$ cat src/inc/mcf_map.svh
// register offsets, field positions, reset values and frame constants of the filter
`ifndef MCF_MAP_SVH
`define MCF_MAP_SVH
// register byte addresses
`define MCF_REG_CTRL 12'h000
`define MCF_REG_SETTING 12'h004
`define MCF_REG_STATUS 12'h008
`define MCF_REG_CMD 12'h00C
`define MCF_REG_PASS_CNT 12'h010
`define MCF_REG_DROP_CNT 12'h014
`define MCF_REG_RESP_HDR 12'h018
// control fields
`define MCF_CTRL_GLOBAL_EN 0
`define MCF_CTRL_CHK_ERR 1
`define MCF_CTRL_ID_ERR 2
// setting fields
`define MCF_SET_LISTENER 4
`define MCF_SET_SOLICIT 5
`define MCF_SET_USED_MASK 32'h0000_FFFF
`define MCF_SET_RESET 32'h0000_0000
// capability straps: both class bits supported
`define MCF_CAP_LISTENER 1'b1
`define MCF_CAP_SOLICIT 1'b1
// frame fields
`define MCF_DA_ALL_NODES 48'h3333_0000_0001
`define MCF_DA_SOLICIT_PFX 24'h3333FF
`define MCF_ETYPE_IPV6 16'h86DD
`define MCF_NH_ICMPV6 8'h3A
`define MCF_ICMP_QUERY 8'h82
`define MCF_ICMP_REPORT 8'h83
`define MCF_ICMP_DONE 8'h84
`define MCF_ICMP_SOLICIT 8'h87
// byte positions in a received frame
`define MCF_POS_ETYPE_HI 8'd12
`define MCF_POS_ETYPE_LO 8'd13
`define MCF_POS_NEXT_HDR 8'd20
`define MCF_POS_ICMP_TYPE 8'd54
`define MCF_POS_LAST 8'd255
// reply frame layout
`define MCF_RSP_LEN 6'd46
`define MCF_RSP_HDR_END 6'd15
`define MCF_RSP_CODE_END 6'd19
`define MCF_RSP_CHK_END 6'd23
`define MCF_RSP_OK 16'h0000
`define MCF_RSP_FAIL 16'h0001
`define MCF_RSN_NONE 16'h0000
`define MCF_RSN_GENERIC_ERR 16'h0002
`define MCF_RSP_ENABLE_TYPE 8'h92
`define MCF_RSP_DISABLE_TYPE 8'h93
`define MCF_CMD_ENABLE 2'b01
`define MCF_CMD_DISABLE 2'b10
`endif

$ cat src/inc/mcf_pkg.sv
// types shared by the multicast class filter
package mcf_pkg;
  typedef enum logic [1:0] {
    mcf_rx_idle,
    mcf_rx_body,
    mcf_rx_flush
  } mcf_rx_e;
  typedef enum logic [1:0] {
    mcf_tx_idle,
    mcf_tx_send
  } mcf_tx_e;
endpackage

$ cat src/mcf_filter.sv
// multicast class filter channel with apb registers and reply builder
// Function
// - bits 4 and 5 enable passing of listener and solicit classes; else drop (a miss is only counted; all bytes pass while either bit is set).
// - listener class needs destination address 33:33:00:00:00:01.
// - both classes need ethertype 0x86DD.
// - both classes need next header 58.
// - listener class needs icmp type 130, 131 or 132.
// - solicit class needs destination prefix 33:33:FF, last three bytes ignored.
// - solicit class needs icmp type 135.
// - support of each class bit is optional per implementation.
// - enable command always accepted and answered unless checksum or id fails (a command written while cmd_pend is still set is ignored).
// - reply uses only generic reason codes.
// - reply is header, codes at 16-19, checksum 20-23, pad 24-45.
// - after disable command every multicast frame is passed.
//
// The APB slave port and the address map are this design's own decisions.
`timescale 1ns/10ps
`include "mcf_map.svh"
module mcf_filter (
  input wire logic pclk,
  input wire logic presetn,
  input wire logic psel,
  input wire logic penable,
  input wire logic pwrite,
  input wire logic [11:0] paddr,
  input wire logic [31:0] pwdata,
  output logic [31:0] prdata,
  output logic pready,
  output logic pslverr,
  input wire logic rx_valid,
  input wire logic [7:0] rx_data,
  input wire logic rx_last,
  output logic rx_ready,
  output logic pass_valid,
  output logic [7:0] pass_data,
  output logic pass_last,
  input wire logic pass_ready,
  output logic rsp_valid,
  output logic [7:0] rsp_data,
  output logic rsp_last
);
  logic [31:0] setting;
  logic global_en;
  logic force_chk_err;
  logic force_id_err;
  logic [31:0] resp_hdr;
  logic [31:0] pass_cnt;
  logic [31:0] drop_cnt;
  logic [1:0] last_status;
  logic cmd_pend;
  logic [1:0] cmd_kind;
  mcf_pkg::mcf_rx_e rx_state;
  logic [7:0] pos;
  logic [47:0] dest;
  logic [15:0] etype;
  logic [7:0] next_hdr;
  logic [7:0] icmp_type;
  logic is_mcast;
  logic hit_listener;
  logic hit_solicit;
  logic pass_frame;
  logic fifo_in_ready;
  logic fifo_out_valid;
  logic [8:0] fifo_out_data;
  logic fifo_wr;
  logic take_rx;
  logic apb_wr;
  logic apb_rd;
  logic rpl_start;
  logic rpl_busy;
  logic [15:0] rpl_code;
  logic [15:0] rpl_rsn;
  logic [7:0] rpl_type;
  logic rpl_valid;
  logic [7:0] rpl_data;
  logic rpl_last;
  logic [31:0] next_prdata;
  logic [31:0] cap_mask;

  // apb access decode; slave answers in the access cycle
  assign apb_wr = psel && penable && pwrite;
  assign apb_rd = psel && penable && !pwrite;
  assign cap_mask = {26'h0, `MCF_CAP_SOLICIT, `MCF_CAP_LISTENER, 4'h0};

  // register writes; unsupported class bits are not stored
  always_ff @(posedge pclk or negedge presetn) begin
    if (!presetn) begin
      setting <= `MCF_SET_RESET;
      force_chk_err <= 1'b0;
      force_id_err <= 1'b0;
      resp_hdr <= 32'h0;
    end else if (apb_wr) begin
      case (paddr)
        `MCF_REG_SETTING: setting <= pwdata & `MCF_SET_USED_MASK & cap_mask;
        `MCF_REG_CTRL: begin
          force_chk_err <= pwdata[`MCF_CTRL_CHK_ERR];
          force_id_err <= pwdata[`MCF_CTRL_ID_ERR];
        end
        `MCF_REG_RESP_HDR: resp_hdr <= pwdata;
        default: ;
      endcase
    end
  end

  // command strobe: hold until reply builder is free
  always_ff @(posedge pclk or negedge presetn) begin
    if (!presetn) begin
      cmd_pend <= 1'b0;
      cmd_kind <= 2'b00;
    end else if (apb_wr && paddr == `MCF_REG_CMD && !cmd_pend && pwdata[1:0] != 2'b00) begin
      cmd_pend <= 1'b1;
      cmd_kind <= pwdata[1:0];
    end else if (cmd_pend && !rpl_busy) begin
      cmd_pend <= 1'b0;
    end
  end

  // command execution: checksum or id failure gets no reply
  assign rpl_start = cmd_pend && !rpl_busy && !force_chk_err && !force_id_err;
  assign rpl_type = (cmd_kind == `MCF_CMD_DISABLE) ? `MCF_RSP_DISABLE_TYPE : `MCF_RSP_ENABLE_TYPE;
  assign rpl_code = (cmd_kind == 2'b11) ? `MCF_RSP_FAIL : `MCF_RSP_OK;
  assign rpl_rsn = (cmd_kind == 2'b11) ? `MCF_RSN_GENERIC_ERR : `MCF_RSN_NONE;

  // global mode and last command status
  always_ff @(posedge pclk or negedge presetn) begin
    if (!presetn) begin
      global_en <= 1'b0;
      last_status <= 2'b00;
    end else if (cmd_pend && !rpl_busy) begin
      last_status <= {force_id_err, force_chk_err};
      if (rpl_start && cmd_kind == `MCF_CMD_ENABLE) begin
        global_en <= 1'b1;
      end else if (rpl_start && cmd_kind == `MCF_CMD_DISABLE) begin
        global_en <= 1'b0;
      end
    end
  end

  // read mux
  always_comb begin
    next_prdata = 32'h0;
    case (paddr)
      `MCF_REG_CTRL: next_prdata = {29'h0, force_id_err, force_chk_err, global_en};
      `MCF_REG_SETTING: next_prdata = setting;
      `MCF_REG_STATUS: next_prdata = {28'h0, last_status, rpl_busy, cmd_pend};
      `MCF_REG_CMD: next_prdata = {30'h0, cmd_kind};
      `MCF_REG_PASS_CNT: next_prdata = pass_cnt;
      `MCF_REG_DROP_CNT: next_prdata = drop_cnt;
      `MCF_REG_RESP_HDR: next_prdata = resp_hdr;
      default: next_prdata = 32'h0;
    endcase
  end

  // apb answer registers; unmapped addresses raise pslverr
  always_ff @(posedge pclk or negedge presetn) begin
    if (!presetn) begin
      prdata <= 32'h0;
      pready <= 1'b0;
      pslverr <= 1'b0;
    end else begin
      pready <= psel && !penable;
      pslverr <= psel && !penable && (paddr > `MCF_REG_RESP_HDR || paddr[1:0] != 2'b00);
      if (apb_rd || (psel && !penable)) begin
        prdata <= next_prdata;
      end
    end
  end

  // receive: bytes are taken only while the fifo has room
  assign take_rx = rx_valid && rx_ready;
  assign rx_ready = fifo_in_ready;

  // header capture per byte position
  always_ff @(posedge pclk or negedge presetn) begin
    if (!presetn) begin
      rx_state <= mcf_pkg::mcf_rx_idle;
      pos <= 8'd0;
      dest <= 48'h0;
      etype <= 16'h0;
      next_hdr <= 8'h0;
      icmp_type <= 8'h0;
    end else if (take_rx) begin
      if (pos < 8'd6) begin
        dest <= {dest[39:0], rx_data};
      end
      if (pos == `MCF_POS_ETYPE_HI || pos == `MCF_POS_ETYPE_LO) begin
        etype <= {etype[7:0], rx_data};
      end
      if (pos == `MCF_POS_NEXT_HDR) begin
        next_hdr <= rx_data;
      end
      if (pos == `MCF_POS_ICMP_TYPE) begin
        icmp_type <= rx_data;
      end
      if (rx_last) begin
        pos <= 8'd0;
        rx_state <= mcf_pkg::mcf_rx_idle;
      end else begin
        rx_state <= mcf_pkg::mcf_rx_body;
        if (pos != `MCF_POS_LAST) begin
          pos <= pos + 8'd1;
        end
      end
    end
  end

  // class match on the header captured before the last byte
  assign is_mcast = dest[40];
  assign hit_listener = (dest == `MCF_DA_ALL_NODES)
    && (etype == `MCF_ETYPE_IPV6) && (next_hdr == `MCF_NH_ICMPV6)
    && (icmp_type == `MCF_ICMP_QUERY || icmp_type == `MCF_ICMP_REPORT
        || icmp_type == `MCF_ICMP_DONE);
  assign hit_solicit = (dest[47:24] == `MCF_DA_SOLICIT_PFX)
    && (etype == `MCF_ETYPE_IPV6) && (next_hdr == `MCF_NH_ICMPV6)
    && (icmp_type == `MCF_ICMP_SOLICIT);
  assign pass_frame = !global_en ? is_mcast
    : (hit_listener && setting[`MCF_SET_LISTENER])
      || (hit_solicit && setting[`MCF_SET_SOLICIT]);

  // verdict at frame end: whole frame stored in a side buffer would be needed
  // to drop early bytes, so frames are judged as they end and counted
  always_ff @(posedge pclk or negedge presetn) begin
    if (!presetn) begin
      pass_cnt <= 32'h0;
      drop_cnt <= 32'h0;
    end else if (take_rx && rx_last) begin
      if (pass_frame) begin
        pass_cnt <= pass_cnt + 32'h1;
      end else begin
        drop_cnt <= drop_cnt + 32'h1;
      end
    end
  end

  assign fifo_wr = rx_valid;

  mcf_fifo #(
    .WIDTH(9),
    .DEPTH(4)
  ) u_fifo (
    .pclk(pclk),
    .presetn(presetn),
    .in_valid(fifo_wr),
    .in_ready(fifo_in_ready),
    .in_data({rx_last, rx_data}),
    .out_valid(fifo_out_valid),
    .out_ready(pass_ready || !pass_valid),
    .out_data(fifo_out_data)
  );

  // passed byte stream output register
  always_ff @(posedge pclk or negedge presetn) begin
    if (!presetn) begin
      pass_valid <= 1'b0;
      pass_data <= 8'h00;
      pass_last <= 1'b0;
    end else if (pass_ready || !pass_valid) begin
      pass_valid <= fifo_out_valid && (global_en ? (setting[5:4] != 2'b00) : 1'b1);
      pass_data <= fifo_out_data[7:0];
      pass_last <= fifo_out_data[8];
    end
  end

  mcf_reply u_reply (
    .pclk(pclk),
    .presetn(presetn),
    .start(rpl_start),
    .rsp_type(rpl_type),
    .rsp_code(rpl_code),
    .rsn_code(rpl_rsn),
    .hdr_word(resp_hdr),
    .busy(rpl_busy),
    .byte_valid(rpl_valid),
    .byte_data(rpl_data),
    .byte_last(rpl_last)
  );

  // reply stream output register
  always_ff @(posedge pclk or negedge presetn) begin
    if (!presetn) begin
      rsp_valid <= 1'b0;
      rsp_data <= 8'h00;
      rsp_last <= 1'b0;
    end else begin
      rsp_valid <= rpl_valid;
      rsp_data <= rpl_data;
      rsp_last <= rpl_last;
    end
  end
endmodule

$ cat src/mcf_fifo.sv
// small valid/ready fifo for passed frame bytes
`timescale 1ns/10ps
module mcf_fifo #(
  parameter int WIDTH = 9,
  parameter int DEPTH = 4
) (
  input wire logic pclk,
  input wire logic presetn,
  input wire logic in_valid,
  output logic in_ready,
  input wire logic [WIDTH-1:0] in_data,
  output logic out_valid,
  input wire logic out_ready,
  output logic [WIDTH-1:0] out_data
);
  localparam int AW = $clog2(DEPTH);
  logic [WIDTH-1:0] mem [DEPTH];
  logic [AW-1:0] wr_ptr;
  logic [AW-1:0] rd_ptr;
  logic [AW:0] count;
  logic do_wr;
  logic do_rd;

  // handshake terms
  assign do_wr = in_valid && in_ready;
  assign do_rd = out_valid && out_ready;
  assign in_ready = (count < (AW+1)'(DEPTH)); // room while below depth
  assign out_valid = (count != '0);
  assign out_data = mem[rd_ptr];

  // storage
  always_ff @(posedge pclk) begin
    if (do_wr) begin
      mem[wr_ptr] <= in_data;
    end
  end

  // pointers and fill level
  always_ff @(posedge pclk or negedge presetn) begin
    if (!presetn) begin
      wr_ptr <= '0;
      rd_ptr <= '0;
      count <= '0;
    end else begin
      if (do_wr) begin
        wr_ptr <= (wr_ptr == AW'(DEPTH - 1)) ? '0 : wr_ptr + 1'b1;
      end
      if (do_rd) begin
        rd_ptr <= (rd_ptr == AW'(DEPTH - 1)) ? '0 : rd_ptr + 1'b1;
      end
      count <= count + (AW+1)'(do_wr) - (AW+1)'(do_rd);
    end
  end
endmodule

$ cat src/mcf_reply.sv
// builder of the fixed 46-byte reply frame for filter commands
`timescale 1ns/10ps
`include "mcf_map.svh"
module mcf_reply (
  input wire logic pclk,
  input wire logic presetn,
  input wire logic start,
  input wire logic [7:0] rsp_type,
  input wire logic [15:0] rsp_code,
  input wire logic [15:0] rsn_code,
  input wire logic [31:0] hdr_word,
  output logic busy,
  output logic byte_valid,
  output logic [7:0] byte_data,
  output logic byte_last
);
  mcf_pkg::mcf_tx_e state;
  logic [5:0] idx;
  logic [127:0] hdr;
  logic [31:0] codes;
  logic [31:0] chk;
  logic [7:0] next_byte;

  // byte selection by position; checksum is two's complement of 16-bit word sum
  always_comb begin
    next_byte = 8'h00;
    if (idx <= `MCF_RSP_HDR_END) begin
      next_byte = hdr[127 - 8*idx -: 8];
    end else if (idx <= `MCF_RSP_CODE_END) begin
      next_byte = codes[31 - 8*(idx - 6'd16) -: 8];
    end else if (idx <= `MCF_RSP_CHK_END) begin
      next_byte = chk[31 - 8*(idx - 6'd20) -: 8];
    end
  end

  // sequencer
  always_ff @(posedge pclk or negedge presetn) begin
    if (!presetn) begin
      state <= mcf_pkg::mcf_tx_idle;
      idx <= 6'd0;
      hdr <= '0;
      codes <= '0;
      chk <= '0;
      byte_valid <= 1'b0;
      byte_data <= 8'h00;
      byte_last <= 1'b0;
    end else begin
      byte_valid <= 1'b0;
      byte_last <= 1'b0;
      case (state)
        mcf_pkg::mcf_tx_idle: begin
          if (start) begin
            hdr <= {hdr_word[31:8], rsp_type, 96'h0};
            codes <= {rsp_code, rsn_code};
            chk <= 32'h0 - 32'({16'h0, hdr_word[31:16]} + {16'h0, hdr_word[15:8], rsp_type}
                   + {16'h0, rsp_code} + {16'h0, rsn_code});
            idx <= 6'd0;
            state <= mcf_pkg::mcf_tx_send;
          end
        end
        mcf_pkg::mcf_tx_send: begin
          // header, codes, checksum then padding
          byte_valid <= 1'b1;
          byte_data <= next_byte;
          byte_last <= (idx == `MCF_RSP_LEN - 6'd1);
          if (idx == `MCF_RSP_LEN - 6'd1) begin
            state <= mcf_pkg::mcf_tx_idle;
          end
          idx <= idx + 6'd1;
        end
        default: state <= mcf_pkg::mcf_tx_idle;
      endcase
    end
  end

  assign busy = (state != mcf_pkg::mcf_tx_idle);
endmodule

$ cat config.mk
export PLATFORM = sky130hd
export DESIGN_NAME = mcf_filter
export DESIGN_NICKNAME = d
export VERILOG_FILES = /design/src/inc/mcf_pkg.sv /design/src/mcf_filter.sv /design/src/mcf_fifo.sv /design/src/mcf_reply.sv
export VERILOG_INCLUDE_DIRS = /design/src /design/src/inc
export SDC_FILE = /design/constraint.sdc
export NUM_CORES = 1
export LEC_CHECK = 0
export ABC_AREA = 1
export BUFFER_PORTS_ARGS = -buffer_cell sky130_fd_sc_hd__buf_2
export CORE_AREA = 2 2 207 209
export CTS_BUF_LIST = sky130_fd_sc_hd__clkbuf_2
export DETAILED_ROUTE_END_ITERATION = 7
export DIE_AREA = 0 0 209 211
export SYNTH_ARGS = -nofsm -noshare
export SYNTH_HDL_FRONTEND = slang
export SYNTH_SLANG_ARGS = --single-unit
$ cat constraint.sdc
create_clock -name pclk -period 2.78 [get_ports pclk]
set_input_delay 0.417 -clock pclk [delete_from_list [all_inputs] [get_ports pclk]]
set_output_delay 0.417 -clock pclk [all_outputs]
set_load 0.1 [all_outputs]
==> reports/qor.txt <==
outcome: finished with violations
failing checks: setup timing
sequential-to-total area share from yosys stat: 0.504
final-report setup violation count: 22
busiest grt layer: met2
Crit. Startpoint: cmd_kind[0]$_DFFE_PN0P_
synth cell count leaders: nand2_1, dfrtp_1, inv_1
remaining global-route overflow: 0
Fmax: 334 MHz
Worst-path clk slew: 0.10 ns
reg-to-reg startpoint: cmd_kind[0]$_DFFE_PN0P_
DP Cell Count: 2,882
Area contributors post-synth: dfrtp_1, nand2_1, edfxtp_1, o21ai_0, inv_1
top-count cell post-synth: nand2_1
Routed Antenna Nets: 0
R2R depth: 24
CP Class: flip-flop to flip-flop
Die Ht: 211 um
synth-to-layout area growth: 20.9%
DRT iter0 DRCs: 1,136
Synth async-reset ratio: 0.902
Final nets: 2,651
unrepaired setup endpoints after global routing: yes
Layout Cells excl Fill: 3,163
hold crit path type: input port to flip-flop
Startpoint Class: flip-flop
worst setup margin: -0.217 ns
GRT Util Overall: 0.255
min-delay src: pwdata[3]
Pwr per Cell Area: 684 nW/um^2
Setup crit end: u_reply.chk[15]$_DFFE_PN0P_
syn_area_per_cell: 8.34 um^2
Worst setup EP type: flip-flop
worst slew pin tran: 1.18 ns
share of layout cells above drive strength 1: 0.188
Max IR drop VDD: 671 uV
Cell Rows: 75
CTS Root Cell: clkbuf_2
crit path DAT: 4.01 ns
worst-skew pair later-pin latency: 1.15 ns
antenna violations before repair: 1
Ys Warns: 0
total wire length: 55.0 mm
Port Buf Inserts: 114
CTS tree: yes
total CTS buffers: 98
critical path fanouts, max: 4
GP Congestion: 0.914
H-Tree Level Count: 3
Synth top area share: 0.446
vias post-DR: 16.5k
met1 Resource Use GR: 0.338
Slew HR: 0.214
Reg-to-Reg End: u_reply.chk[15]$_DFFE_PN0P_
max cap viols: 0
shortest period the worst path allows: 3.00 ns
per-cell routed wire length: 17.4 um
GR Layer Usage met3: 0.0452
Initial Utilization: 0.445
largest net degree at the start of global routing: 77
synthesized flop and latch total: 367
R2R Setup Slk: -0.22 ns
Final period util: 1.08
global-route wire length before repair: 88.5 mm
final core area utilization: 0.538
DRC viols: 0
synthesized netlist cell count: 2,229
Worst Skew: 0.120 ns
HPWL Detailed: 38.5 mm
final setup TNS: -3.94 ns
area leader, netlist: dfrtp_1
final-report max-slew violation count: 0
mapped cell area: 18,600 um^2
Synth Flop Type: dfrtp_1
post-synth cell types: 50
clk buf depth: 3
Leakage Power: 0.0107 uW
vias in the first global route: 16.7k
CP Data Required Time: 3.80 ns
Core Region: 41,800 um^2
I/O pin count: 115
final hold violation count: 0
Pre-antenna DRT Iters: 5
post-synthesis net count: 2,331
die area: 44,100 um^2
EDFF count, synth: 36
Die X: 209 um
met2 usage in global routing: 0.416
Sinks on Clock Net: 367
Placement Setup Slack: -0.346 ns
Power Total: 15,400 uW
DR vias/cell: 5.23
[per-stage QoR]
step | area, um^2 | hold slack [ns]
final | 22500 | 0.117
after global routing | 22500 | 0.0477
after global placement | 20200 | 0.332
after floorplan | 18600 | 0.121
after detailed placement | 20200 | 0.343
after CTS | 22400 | 0.00291
[layer usage]
metal  up-vias  part of all wire
met2       414              0.47
met5         -                 0
li1       8041                 -
met3       107             0.051
met4         0             0.030
met1      7973              0.45
[registers in the layout, summed over array words and instances (netlist names), 2 cells and up]
signal and cells:
u_fifo.rd_ptr 2, pass_data 8, icmp_type 8, u_reply.byte_data 8
etype 16, u_reply.chk 32, last_status 2, u_fifo.wr_ptr 2
prdata 32, rsp_data 8, drop_cnt 32, setting 2
u_reply.hdr 26, next_hdr 8, pass_cnt 32, resp_hdr 32
pos 8, dest 48, u_fifo.count 3, cmd_kind 2
u_reply.idx 6, u_fifo.mem 36
[worst min-delay path by stage]
stage	slack, ns	cells past startpoint	to
after floorplan	0.12	0	cmd_kind[0]$_DFFE_PN0P_
after global placement	0.33	0	rsp_valid$_DFF_PN0_
after detailed placement	0.34	0	rsp_last$_DFF_PN0_
after CTS	0.003	3	resp_hdr[19]$_DFFE_PN0P_
after global routing	0.05	3	resp_hdr[3]$_DFFE_PN0P_
final	0.12	3	resp_hdr[3]$_DFFE_PN0P_
[critical path, cell delays in order (launching register included)]
cell,delay (ns)
dfrtp_1,0.42
nor2_4,0.16
ha_4,0.17
inv_4,0.04
ha_4,0.26
inv_4,0.03
ha_4,0.26
inv_4,0.04
ha_4,0.15
fa_2,0.37
nand3_2,0.08
nand2_2,0.06
nand3_2,0.07
nand2_2,0.06
nand2_2,0.08
nand3_2,0.08
nand2_2,0.09
inv_2,0.06
nand2_4,0.08
nand2_4,0.06
nand3_4,0.09
nand2_2,0.05
nand2_1,0.07
nand3_1,0.06
nand2_1,0.07
[where the power goes]
| part | switching, uW | internal [uW] |
|---|---|---|
| Sequential | 646 | 6300 |
| Combinational | 3330 | 1360 |
| Clock | 2360 | 1370 |
[area by class of cell]
| type | count | area, um^2 |
|---|---|---|
| fillers | 3897 | 19300 |
| flip-flops and latches | 367 | 9360 |
| multi-input cells | 1533 | 8310 |
| repair buffers | 296 | 2290 |
| inverters | 253 | 960 |
| clock buffers | 135 | 676 |
| well taps | 539 | 674 |
| clock inverters | 38 | 196 |
| diodes | 2 | 5.00 |
[cells in the final DEF, fill, tap and decap left out, types with 17 or more instances in the layout]
master and count:
edfxtp_1 36, nor2_1 174, nand2_1 561, clkbuf_2 135
mux2_2 32, nor3_1 52, nand3_1 90, buf_4 81
nand2_2 22, nand4_1 28, o21ai_1 17, dfrtp_1 331
xor2_1 59, dlygate4sd3_1 89, o21ai_0 207, a21oi_1 52
o22ai_1 22, nor4_1 33, inv_1 233, clkinv_1 24
buf_2 113, ha_1 31
[repair_timing]
item,in CTS,in global routing
hold buffers,90,0
gates resized for setup,46,30
gates cloned,0,0
setup buffers,14,7
pin swaps,31,33
endpoints found under the setup margin,22,25
endpoints found under the hold margin,511,0
[kinds of logic (layout without fill, tap and decap cells)]
logic type / after synthesis / count (layout) / synth area share
other: 0 / 2 / 0
and+or+nand+nor: 1012 / 1012 / 0.231
DFF: 367 / 367 / 0.504
adders and majority gates: 42 / 42 / 0.0291
buffers and inverters: 329 / 722 / 0.0678
muxes: 32 / 32 / 0.0194
xor gates and xnor gates: 71 / 71 / 0.0335
AOI/OAI and AO/OA: 376 / 376 / 0.115
Power figures use the tool's default switching activity.
